### src/hw/fpcs_pkg.sv
// Purpose: constants for the flash programming host sequencer
// Assumes: one clock at 20 MHz
// Notes: command codes, timings and cycle counts

package fpcs_pkg;
    localparam int unsigned CLK_MHZ = 20;                 // clock rate
    localparam logic [7:0] CMD_ERASE = 8'h30;             // erase set-up and confirm
    localparam logic [7:0] CMD_PROG = 8'h40;              // program set-up
    localparam logic [7:0] CMD_RESET = 8'hFF;             // reset, written twice
    localparam int unsigned T_WE_LOW_NS = 60;             // strobe low width
    localparam int unsigned T_WE_HIGH_NS = 100;           // strobe high width
    localparam int unsigned T_OE_ACC_NS = 150;            // poll access time
    localparam int unsigned T_DIS_NS = 35;                // output disable time
    localparam int unsigned WE_LOW_CYC = (T_WE_LOW_NS * CLK_MHZ + 999) / 1000;
    localparam int unsigned WE_HIGH_CYC = (T_WE_HIGH_NS * CLK_MHZ + 999) / 1000;
    localparam int unsigned OE_ACC_CYC = (T_OE_ACC_NS * CLK_MHZ + 999) / 1000 + 2;
    localparam int unsigned DIS_CYC = (T_DIS_NS * CLK_MHZ + 999) / 1000;
    localparam logic [7:0] CNT_RST = 8'h00;               // counter reset value
    localparam int unsigned POLL_BIT = 7;                 // poll_status_bit position
    localparam int unsigned TOGGLE_BIT = 6;               // toggle_status_bit position
    localparam logic [1:0] OP_ERASE = 2'h0;               // chip erase request
    localparam logic [1:0] OP_PROG = 2'h1;                // byte program request
    localparam logic [1:0] OP_RESET = 2'h2;               // double reset request
    localparam logic [1:0] OP_READ = 2'h3;                // array read request
    typedef enum logic [3:0] {
        FPCS_IDLE = 4'h0,
        FPCS_WLOW = 4'h1,
        FPCS_WHIGH = 4'h2,
        FPCS_RLOW = 4'h3,
        FPCS_RDIS = 4'h4,
        FPCS_DONE = 4'h5
    } fpcs_state_t;
endpackage : fpcs_pkg

### src/hw/fpcs_host.sv
// Purpose: host controller that drives flash program/erase pin sequences
// Assumes: device pins synchronous enough to drive from a 20 MHz clock
// Notes: data pins are three signals; oe high while host drives
`timescale 1ns/1ns
`default_nettype none

module fpcs_host
    import fpcs_pkg::*;
#(
    parameter int unsigned ADDR_W = 16,   // address width
    parameter int unsigned POLL_MAX = 65535 // polls before failure
) (
    input wire logic clk,                  // 20 MHz clock
    input wire logic rst,                  // async reset, high
    input wire logic req_valid,            // request strobe, one cycle
    input wire logic [1:0] req_op,         // operation code
    input wire logic [ADDR_W-1:0] req_addr, // target address
    input wire logic [7:0] req_data,       // byte to store
    output logic req_busy,                 // sequence in progress
    output logic done_pulse,               // one-cycle completion
    output logic done_fail,                // poll limit exceeded
    output logic [7:0] rd_data,            // read or final status byte
    output logic vpp_high,                 // programming supply enable
    output logic ce_n,                     // chip select, low active
    output logic oe_n,                     // output enable, low active
    output logic we_n,                     // write strobe, low active
    output logic [ADDR_W-1:0] addr_out,    // address pins
    output logic [7:0] data_bus_out,       // data pins out
    output logic data_bus_oe,              // high while host drives data
    input wire logic [7:0] data_bus_in     // data pins in
);
    fpcs_state_t state_reg, state_next;    // sequencer state
    logic [7:0] cnt_reg;                   // timing counter
    logic [1:0] op_reg;                    // latched operation
    logic [1:0] wr_idx_reg;                // write number in sequence
    logic [7:0] wdata_reg;                 // stored byte, true value
    logic [15:0] polls_reg;                // poll count
    logic [7:0] prev_reg;                  // previous poll byte
    logic have_prev_reg;                   // previous poll valid
    logic [7:0] sync1_reg, sync2_reg;      // data input synchroniser
    logic [7:0] wr_byte;                   // byte for current write
    logic [1:0] op_cur;                    // operation the next strobe belongs to
    logic [1:0] idx_cur;                   // write number the next strobe carries
    logic [7:0] data_cur;                  // true byte the next strobe stores
    logic last_write;                      // current write is last of sequence
    logic is_poll;                         // operation needs polling
    logic toggle_still;                    // toggle bit stable
    logic poll_ok;                         // completion condition met
    logic poll_fail;                       // poll budget spent

    // a strobe launched from idle sees the request being taken, and one
    // launched from strobe-high sees the write number after its step
    assign op_cur = (state_reg == FPCS_IDLE) ? req_op : op_reg;
    assign data_cur = (state_reg == FPCS_IDLE) ? req_data : wdata_reg;
    assign idx_cur = (state_reg == FPCS_IDLE) ? 2'd0 :
                     (state_reg == FPCS_WHIGH) ? wr_idx_reg + 2'd1 : wr_idx_reg;
    // byte driven on each write of the sequence
    assign wr_byte = (op_cur == OP_ERASE) ? CMD_ERASE :
                     (op_cur == OP_RESET) ? CMD_RESET :
                     (idx_cur == 2'd0) ? CMD_PROG : ~data_cur;
    assign last_write = (op_reg == OP_READ) || (wr_idx_reg == 2'd1);
    assign is_poll = (op_reg == OP_ERASE) || (op_reg == OP_PROG);
    // latest poll byte against the one before it
    assign toggle_still = have_prev_reg &&
        (prev_reg[TOGGLE_BIT] == rd_data[TOGGLE_BIT]);
    // erase done on bit 7 high; program done on true bits 7 and 6
    assign poll_ok = toggle_still && ((op_reg == OP_ERASE) ? rd_data[POLL_BIT] :
        (rd_data[POLL_BIT:TOGGLE_BIT] == wdata_reg[POLL_BIT:TOGGLE_BIT]));
    assign poll_fail = (polls_reg == POLL_MAX[15:0]);

    // next-state decode
    always_comb begin
        state_next = state_reg;
        case (state_reg)
            FPCS_IDLE: begin
                if (req_valid) begin
                    state_next = (req_op == OP_READ) ? FPCS_RLOW : FPCS_WLOW;
                end
            end
            FPCS_WLOW: begin
                if (cnt_reg == 8'd0) begin
                    state_next = FPCS_WHIGH;
                end
            end
            FPCS_WHIGH: begin
                if (cnt_reg == 8'd0) begin
                    // polls begin only after the second strobe rises
                    state_next = last_write ? (is_poll ? FPCS_RLOW : FPCS_DONE)
                                            : FPCS_WLOW;
                end
            end
            FPCS_RLOW: begin
                if (cnt_reg == 8'd0) begin
                    state_next = FPCS_RDIS;
                end
            end
            FPCS_RDIS: begin
                if (cnt_reg == 8'd0) begin
                    if (!is_poll || poll_ok || poll_fail) begin
                        state_next = FPCS_DONE;
                    end else begin
                        state_next = FPCS_RLOW;
                    end
                end
            end
            FPCS_DONE: state_next = FPCS_IDLE;
            default: state_next = FPCS_IDLE;
        endcase
    end

    // input synchroniser for the data pins
    always_ff @(posedge clk or posedge rst) begin
        if (rst) begin
            sync1_reg <= CNT_RST;
            sync2_reg <= CNT_RST;
        end else begin
            sync1_reg <= data_bus_in;
            sync2_reg <= sync1_reg;
        end
    end

    // state and timing counter
    always_ff @(posedge clk or posedge rst) begin
        if (rst) begin
            state_reg <= FPCS_IDLE;
            cnt_reg <= CNT_RST;
        end else begin
            state_reg <= state_next;
            if (state_next != state_reg) begin
                case (state_next)
                    FPCS_WLOW: cnt_reg <= 8'(WE_LOW_CYC - 1);
                    FPCS_WHIGH: cnt_reg <= 8'(WE_HIGH_CYC - 1);
                    FPCS_RLOW: cnt_reg <= 8'(OE_ACC_CYC - 1);
                    FPCS_RDIS: cnt_reg <= 8'(DIS_CYC);
                    default: cnt_reg <= CNT_RST;
                endcase
            end else if (state_reg == FPCS_RDIS && state_next == FPCS_RLOW) begin
                cnt_reg <= 8'(OE_ACC_CYC - 1);
            end else if (cnt_reg != 8'd0) begin
                cnt_reg <= cnt_reg - 8'd1;
            end
        end
    end

    // request latch, write index and poll history
    always_ff @(posedge clk or posedge rst) begin
        if (rst) begin
            op_reg <= OP_READ;
            wr_idx_reg <= 2'd0;
            wdata_reg <= CNT_RST;
            polls_reg <= 16'd0;
            prev_reg <= CNT_RST;
            have_prev_reg <= 1'b0;
            rd_data <= CNT_RST;
            done_fail <= 1'b0;
        end else begin
            if (state_reg == FPCS_IDLE && req_valid) begin
                op_reg <= req_op;
                wdata_reg <= req_data;
                wr_idx_reg <= 2'd0;
                polls_reg <= 16'd0;
                have_prev_reg <= 1'b0;
                done_fail <= 1'b0;
            end
            if (state_reg == FPCS_WHIGH && cnt_reg == 8'd0) begin
                wr_idx_reg <= wr_idx_reg + 2'd1;
            end
            // sample at end of access, just before output enable rises
            if (state_reg == FPCS_RLOW && cnt_reg == 8'd0) begin
                prev_reg <= rd_data;
                rd_data <= sync2_reg;
            end
            if (state_reg == FPCS_RDIS && cnt_reg == 8'd0) begin
                have_prev_reg <= 1'b1;
                polls_reg <= polls_reg + 16'd1;
                // failure leaves device needing the double reset op
                done_fail <= is_poll && !poll_ok && poll_fail;
            end
        end
    end

    // pin drivers, all registered
    always_ff @(posedge clk or posedge rst) begin
        if (rst) begin
            vpp_high <= 1'b0;
            ce_n <= 1'b1;
            oe_n <= 1'b1;
            we_n <= 1'b1;
            addr_out <= '0;
            data_bus_out <= CNT_RST;
            data_bus_oe <= 1'b0;
            req_busy <= 1'b0;
            done_pulse <= 1'b0;
        end else begin
            // supply raised with the first request and held high until reset so commands are accepted
            vpp_high <= (state_next != FPCS_IDLE) || vpp_high;
            // chip select drops with the first strobe, or with output enable on a read, and rises only on entering done, so only the falling edges coincide
            ce_n <= (state_next == FPCS_IDLE) || (state_next == FPCS_DONE);
            we_n <= (state_next != FPCS_WLOW);
            oe_n <= (state_next != FPCS_RLOW);
            // data kept driven one cycle past the strobe rise for hold time
            data_bus_oe <= (state_next == FPCS_WLOW) || (state_reg == FPCS_WLOW);
            data_bus_out <= (state_next == FPCS_WLOW) ? wr_byte : data_bus_out;
            if (state_reg == FPCS_IDLE && req_valid) begin
                addr_out <= req_addr;
            end
            req_busy <= (state_next != FPCS_IDLE) && (state_next != FPCS_DONE);
            done_pulse <= (state_next == FPCS_DONE);
        end
    end
endmodule : fpcs_host

`default_nettype wire

### config.mk
export PLATFORM = sky130hd
export DESIGN_NAME = fpcs_host
export DESIGN_NICKNAME = d
export VERILOG_FILES = /design/src/hw/fpcs_pkg.sv /design/src/hw/fpcs_host.sv
export SDC_FILE = /design/constraint.sdc
export NUM_CORES = 1
export LEC_CHECK = 0
export BUFFER_PORTS_ARGS = -buffer_cell sky130_fd_sc_hd__buf_4
export CAP_MARGIN = 20
export CORE_ASPECT_RATIO = 1.2
export CORE_MARGIN = 4
export CORE_UTILIZATION = 59
export CTS_CLUSTER_DIAMETER = 120
export CTS_CLUSTER_SIZE = 24
export DETAILED_ROUTE_END_ITERATION = 8
export PLACE_DENSITY = 0.83
export REMOVE_ABC_BUFFERS = 1
export SYNTH_ARGS = -nofsm -noshare
export SYNTH_HDL_FRONTEND = slang
export SYNTH_SLANG_ARGS = --single-unit
### constraint.sdc
create_clock -name clk -period 4.2 [get_ports clk]
set_clock_uncertainty 0.2 [all_clocks]
set_input_delay 0.21 -clock clk [delete_from_list [all_inputs] [get_ports clk]]
set_output_delay 0.21 -clock clk [all_outputs]
set_load 0.005 [all_outputs]
==> results.py <==
metrics = {
    "floorplan": {
        "dieArea_mm2": 0.00848,
        "io_pins": 77,
        "fp.dieW_um": 84.7,
        "design.core.area_mm2": 0.00685,
        "die_height_um": 100,
        "rows": 33,
        "initial_utilization_pct": 60.8,
    },
    "logic_synthesis": {
        "synth_cell_types": 51,
        "ys.warnings.count": 0,
        "synth_seq_cells": 98,
        "syn-instance-count": 394,
        "synth_area_leaders": "sky130_fd_sc_hd__dfrtp_1 (56%), sky130_fd_sc_hd__nand2_1 (8.6%), sky130_fd_sc_hd__mux2_2 (4.9%)",
        "seq_total_area_yosys_pct": 59.0,
        "synth_largest_type_area_fraction_pct": 55.9,
        "post_syn_area_mm2": 0.00417,
        "syn_area_per_cell_um2": 10.6,
        "synth.largest_area_cell": "sky130_fd_sc_hd__dfrtp_1",
    },
    "clock_tree": {
        "tritoncts": "built",
        "cts.sinks": 98,
        "cts_buffers": 9,
        "cts_root_buffer": "sky130_fd_sc_hd__clkbuf_8",
        "postCtsResizedCells": 0,
        "post_cts.repair.setup_buffers": 0,
        "clkSlewWorstSetupHoldPaths_ns": 0.11,
        "clkLatencyLatePin_ns": 0.37,
        "clock_tree.htree_level_count": 3,
        "cts-root-to-sink-buffers": 2,
    },
    "critical_path": {
        "cp_data_required_time_ns": 4.25,
        "crit_path_start_kind": "register",
        "cp_data_arrival_time_ns": 3.23,
        "cp-end-kind": "register",
        "worstPathMaxFanout": 10,
        "crit_type": "reg2reg",
    },
    "detailed_routing": {
        "wl_per_cell_um": 16.5,
        "drt-pass1-iter-count": 5,
        "route.vias.total": 3358,
        "totalWireLength_um": 9850,
        "viasPerCell": 5.63,
        "starting_drt_drc_count": 257,
        "drt.antenna.violating_nets": 0,
        "remaining_drcs": 0,
    },
    "grt": {
        "grtUsageTotal_pct": 24.4,
        "first_global_vias": 3443,
        "grt_overflow_total": 0,
        "grt_start_max_net_pins": 62,
        "grt_first_pass_wirelength_um": 16200,
        "number_of_antenna_violations_at_the_first_check_in_global_routing": 0,
    },
    "worst_hold_path": {
        "holdCritPathClass": "reg2reg",
    },
    "pwr": {
        "peakVddDrop_v": 0.000490,
        "power_per_cell_area_mw_per_mm2": 569,
        "power.static_leakage_uw": 0.00258,
        "report.power.total_uw": 3050,
    },
    "timing": {
        "maxClockFrequency_ghz": 0.315,
        "slew_hr_pct": 42.7,
        "timing.final.max_slew_violations": 0,
        "grt_setup_unrepaired": "no",
        "final_setup_vio_count": 0,
        "totalNegativeSetupSlack_ns": 0,
        "finalHoldViolCount": 0,
        "timing.final.crit_share_pct": 75.7,
        "finalCriticalPeriod_ns": 3.18,
        "worstMarginPinSlew_ns": 0.852,
    },
    "final_layout": {
        "layout.cells.most_common": "sky130_fd_sc_hd__nand2_1",
        "mostFrequentLayoutCells": "sky130_fd_sc_hd__nand2_1 (96), sky130_fd_sc_hd__dfrtp_1 (93), sky130_fd_sc_hd__buf_4 (79)",
        "antenna-diode-count": 0,
        "area.growth.synth_to_final_pct": 28.6,
        "finalNetCount": 544,
        "layout-drive-gt1-share_pct": 25.7,
    },
    "outcome": {
        "run_status": "finished clean",
    },
    "place": {
        "io_buffers": 76,
        "place.gp.congestion": 0.956,
        "hpwl_um": 5990,
    },
    "run": {
        "max-cap-violations": 0,
    },
}
## power by group
part / switching, uW / internal (uW) / total, uW
Sequential: 186 / 1200 / 1380
Clock: 371 / 238 / 609
Combinational: 540 / 520 / 1060
Total: 1100 / 1950 / 3050
## synth_stat cells, drive strengths merged
cell and n:
nand3 15, nand2 96, and2 3, o311ai 1
a32o 1, or3 5, o41ai 1, nor2b 2
a211oi 1, o211ai 1, buf 8, and3 1
o21a 3, a2111oi 1, ha 3, o31a 1
and2b 2, nand4 6, clkbuf 7, nor2 26
o21ai 27, nor3b 1, a311o 1, dfstp 5
a31oi 5, or4 4, xor2 3, mux2i 7
conb 1, mux2 18, nor3 5, dfrtp 93
o31ai 4, nor4 4, inv 12, nor4bb 1
xnor2 8, a21boi 1, a21oi 4, nand2b 6
## metrics by stage
stage / instances / hold slack, ns / setup slack [ns] / cell area [um2] / utilization, %
after floorplan: 379 / 0.0414 / 1.24 / 4100 / -
after global placement: 545 / 0.119 / 1.15 / 4800 / 70.1
after detailed placement: 545 / 0.120 / 1.10 / 4800 / 70.1
after CTS: 596 / 0.161 / 1.06 / 5360 / 78.2
after global routing: 596 / 0.171 / 0.846 / 5360 / 78.2
final: 596 / 0.160 / 1.02 / 5360 / 78.2
## critical path, stage by stage, from the launching register on
cell and delay (ns):
sky130_fd_sc_hd__dfrtp_1 0.41, sky130_fd_sc_hd__or4_4 0.57, sky130_fd_sc_hd__nor3_2 0.54, sky130_fd_sc_hd__o311ai_0 0.24, sky130_fd_sc_hd__a31oi_1 0.37, sky130_fd_sc_hd__o21ai_4 0.15, sky130_fd_sc_hd__nor2_8 0.20, sky130_fd_sc_hd__mux2_2 0.39
## cell families after synthesis
| kind of cell | synth area share [%] |
|---|---|
| flops | 59.0 |
| fa+ha+maj | 0.901 |
| xor+xnor | 2.31 |
| simple gates | 19.8 |
| other cells | 0.0900 |
| compound gates | 8.62 |
| mux | 6.55 |
| buf+inv | 2.73 |
## final timing paths
| check | slack (ns) | end | depth (start not counted) | start |
|---|---|---|---|---|
| setup / recovery | 1.02 | data_bus_out[3]$_DFFE_PP0P_ | 7 | cnt_reg[6]$_DFFE_PP0P_ |
| hold / removal | 0.16 | sync2_reg[3]$_DFF_PP0_ | 0 | sync1_reg[3]$_DFF_PP0_ |
| hold reg to reg | 0.16 | sync2_reg[3]$_DFF_PP0_ | 0 | sync1_reg[3]$_DFF_PP0_ |
| max in group asynchronous | 2.49 | ce_n$_DFF_PP1_ | 4 | rst |
| min in group asynchronous | 0.31 | cnt_reg[6]$_DFFE_PP0P_ | 3 | rst |
| setup reg to reg | 1.02 | data_bus_out[3]$_DFFE_PP0P_ | 7 | cnt_reg[6]$_DFFE_PP0P_ |
## metal layers
layer  vias to the layer above  track usage, %  wire, um
li1                       1556               -         -
met1                      1662            29.2      3790
met2                       113            42.7      5310
met3                        27            6.24       503
met4                         0            8.53       250
met5                         -               0         0
## cell type report
type,instances,area [um2]
well taps,87,109
clock buffers,9,124
clock inverters,7,81.3
multi-input cells,269,1590
repair buffers,114,943
flip-flops and latches,98,2460
fillers,411,1500
inverters,12,47.5
## repair_timing
item | 4_1_cts | 5_1_grt
endpoints found under the hold margin | 90 | 0
setup endpoints to repair | 0 | 0
hold buffers | 35 | 0
(Power assumes the default switching activity.)
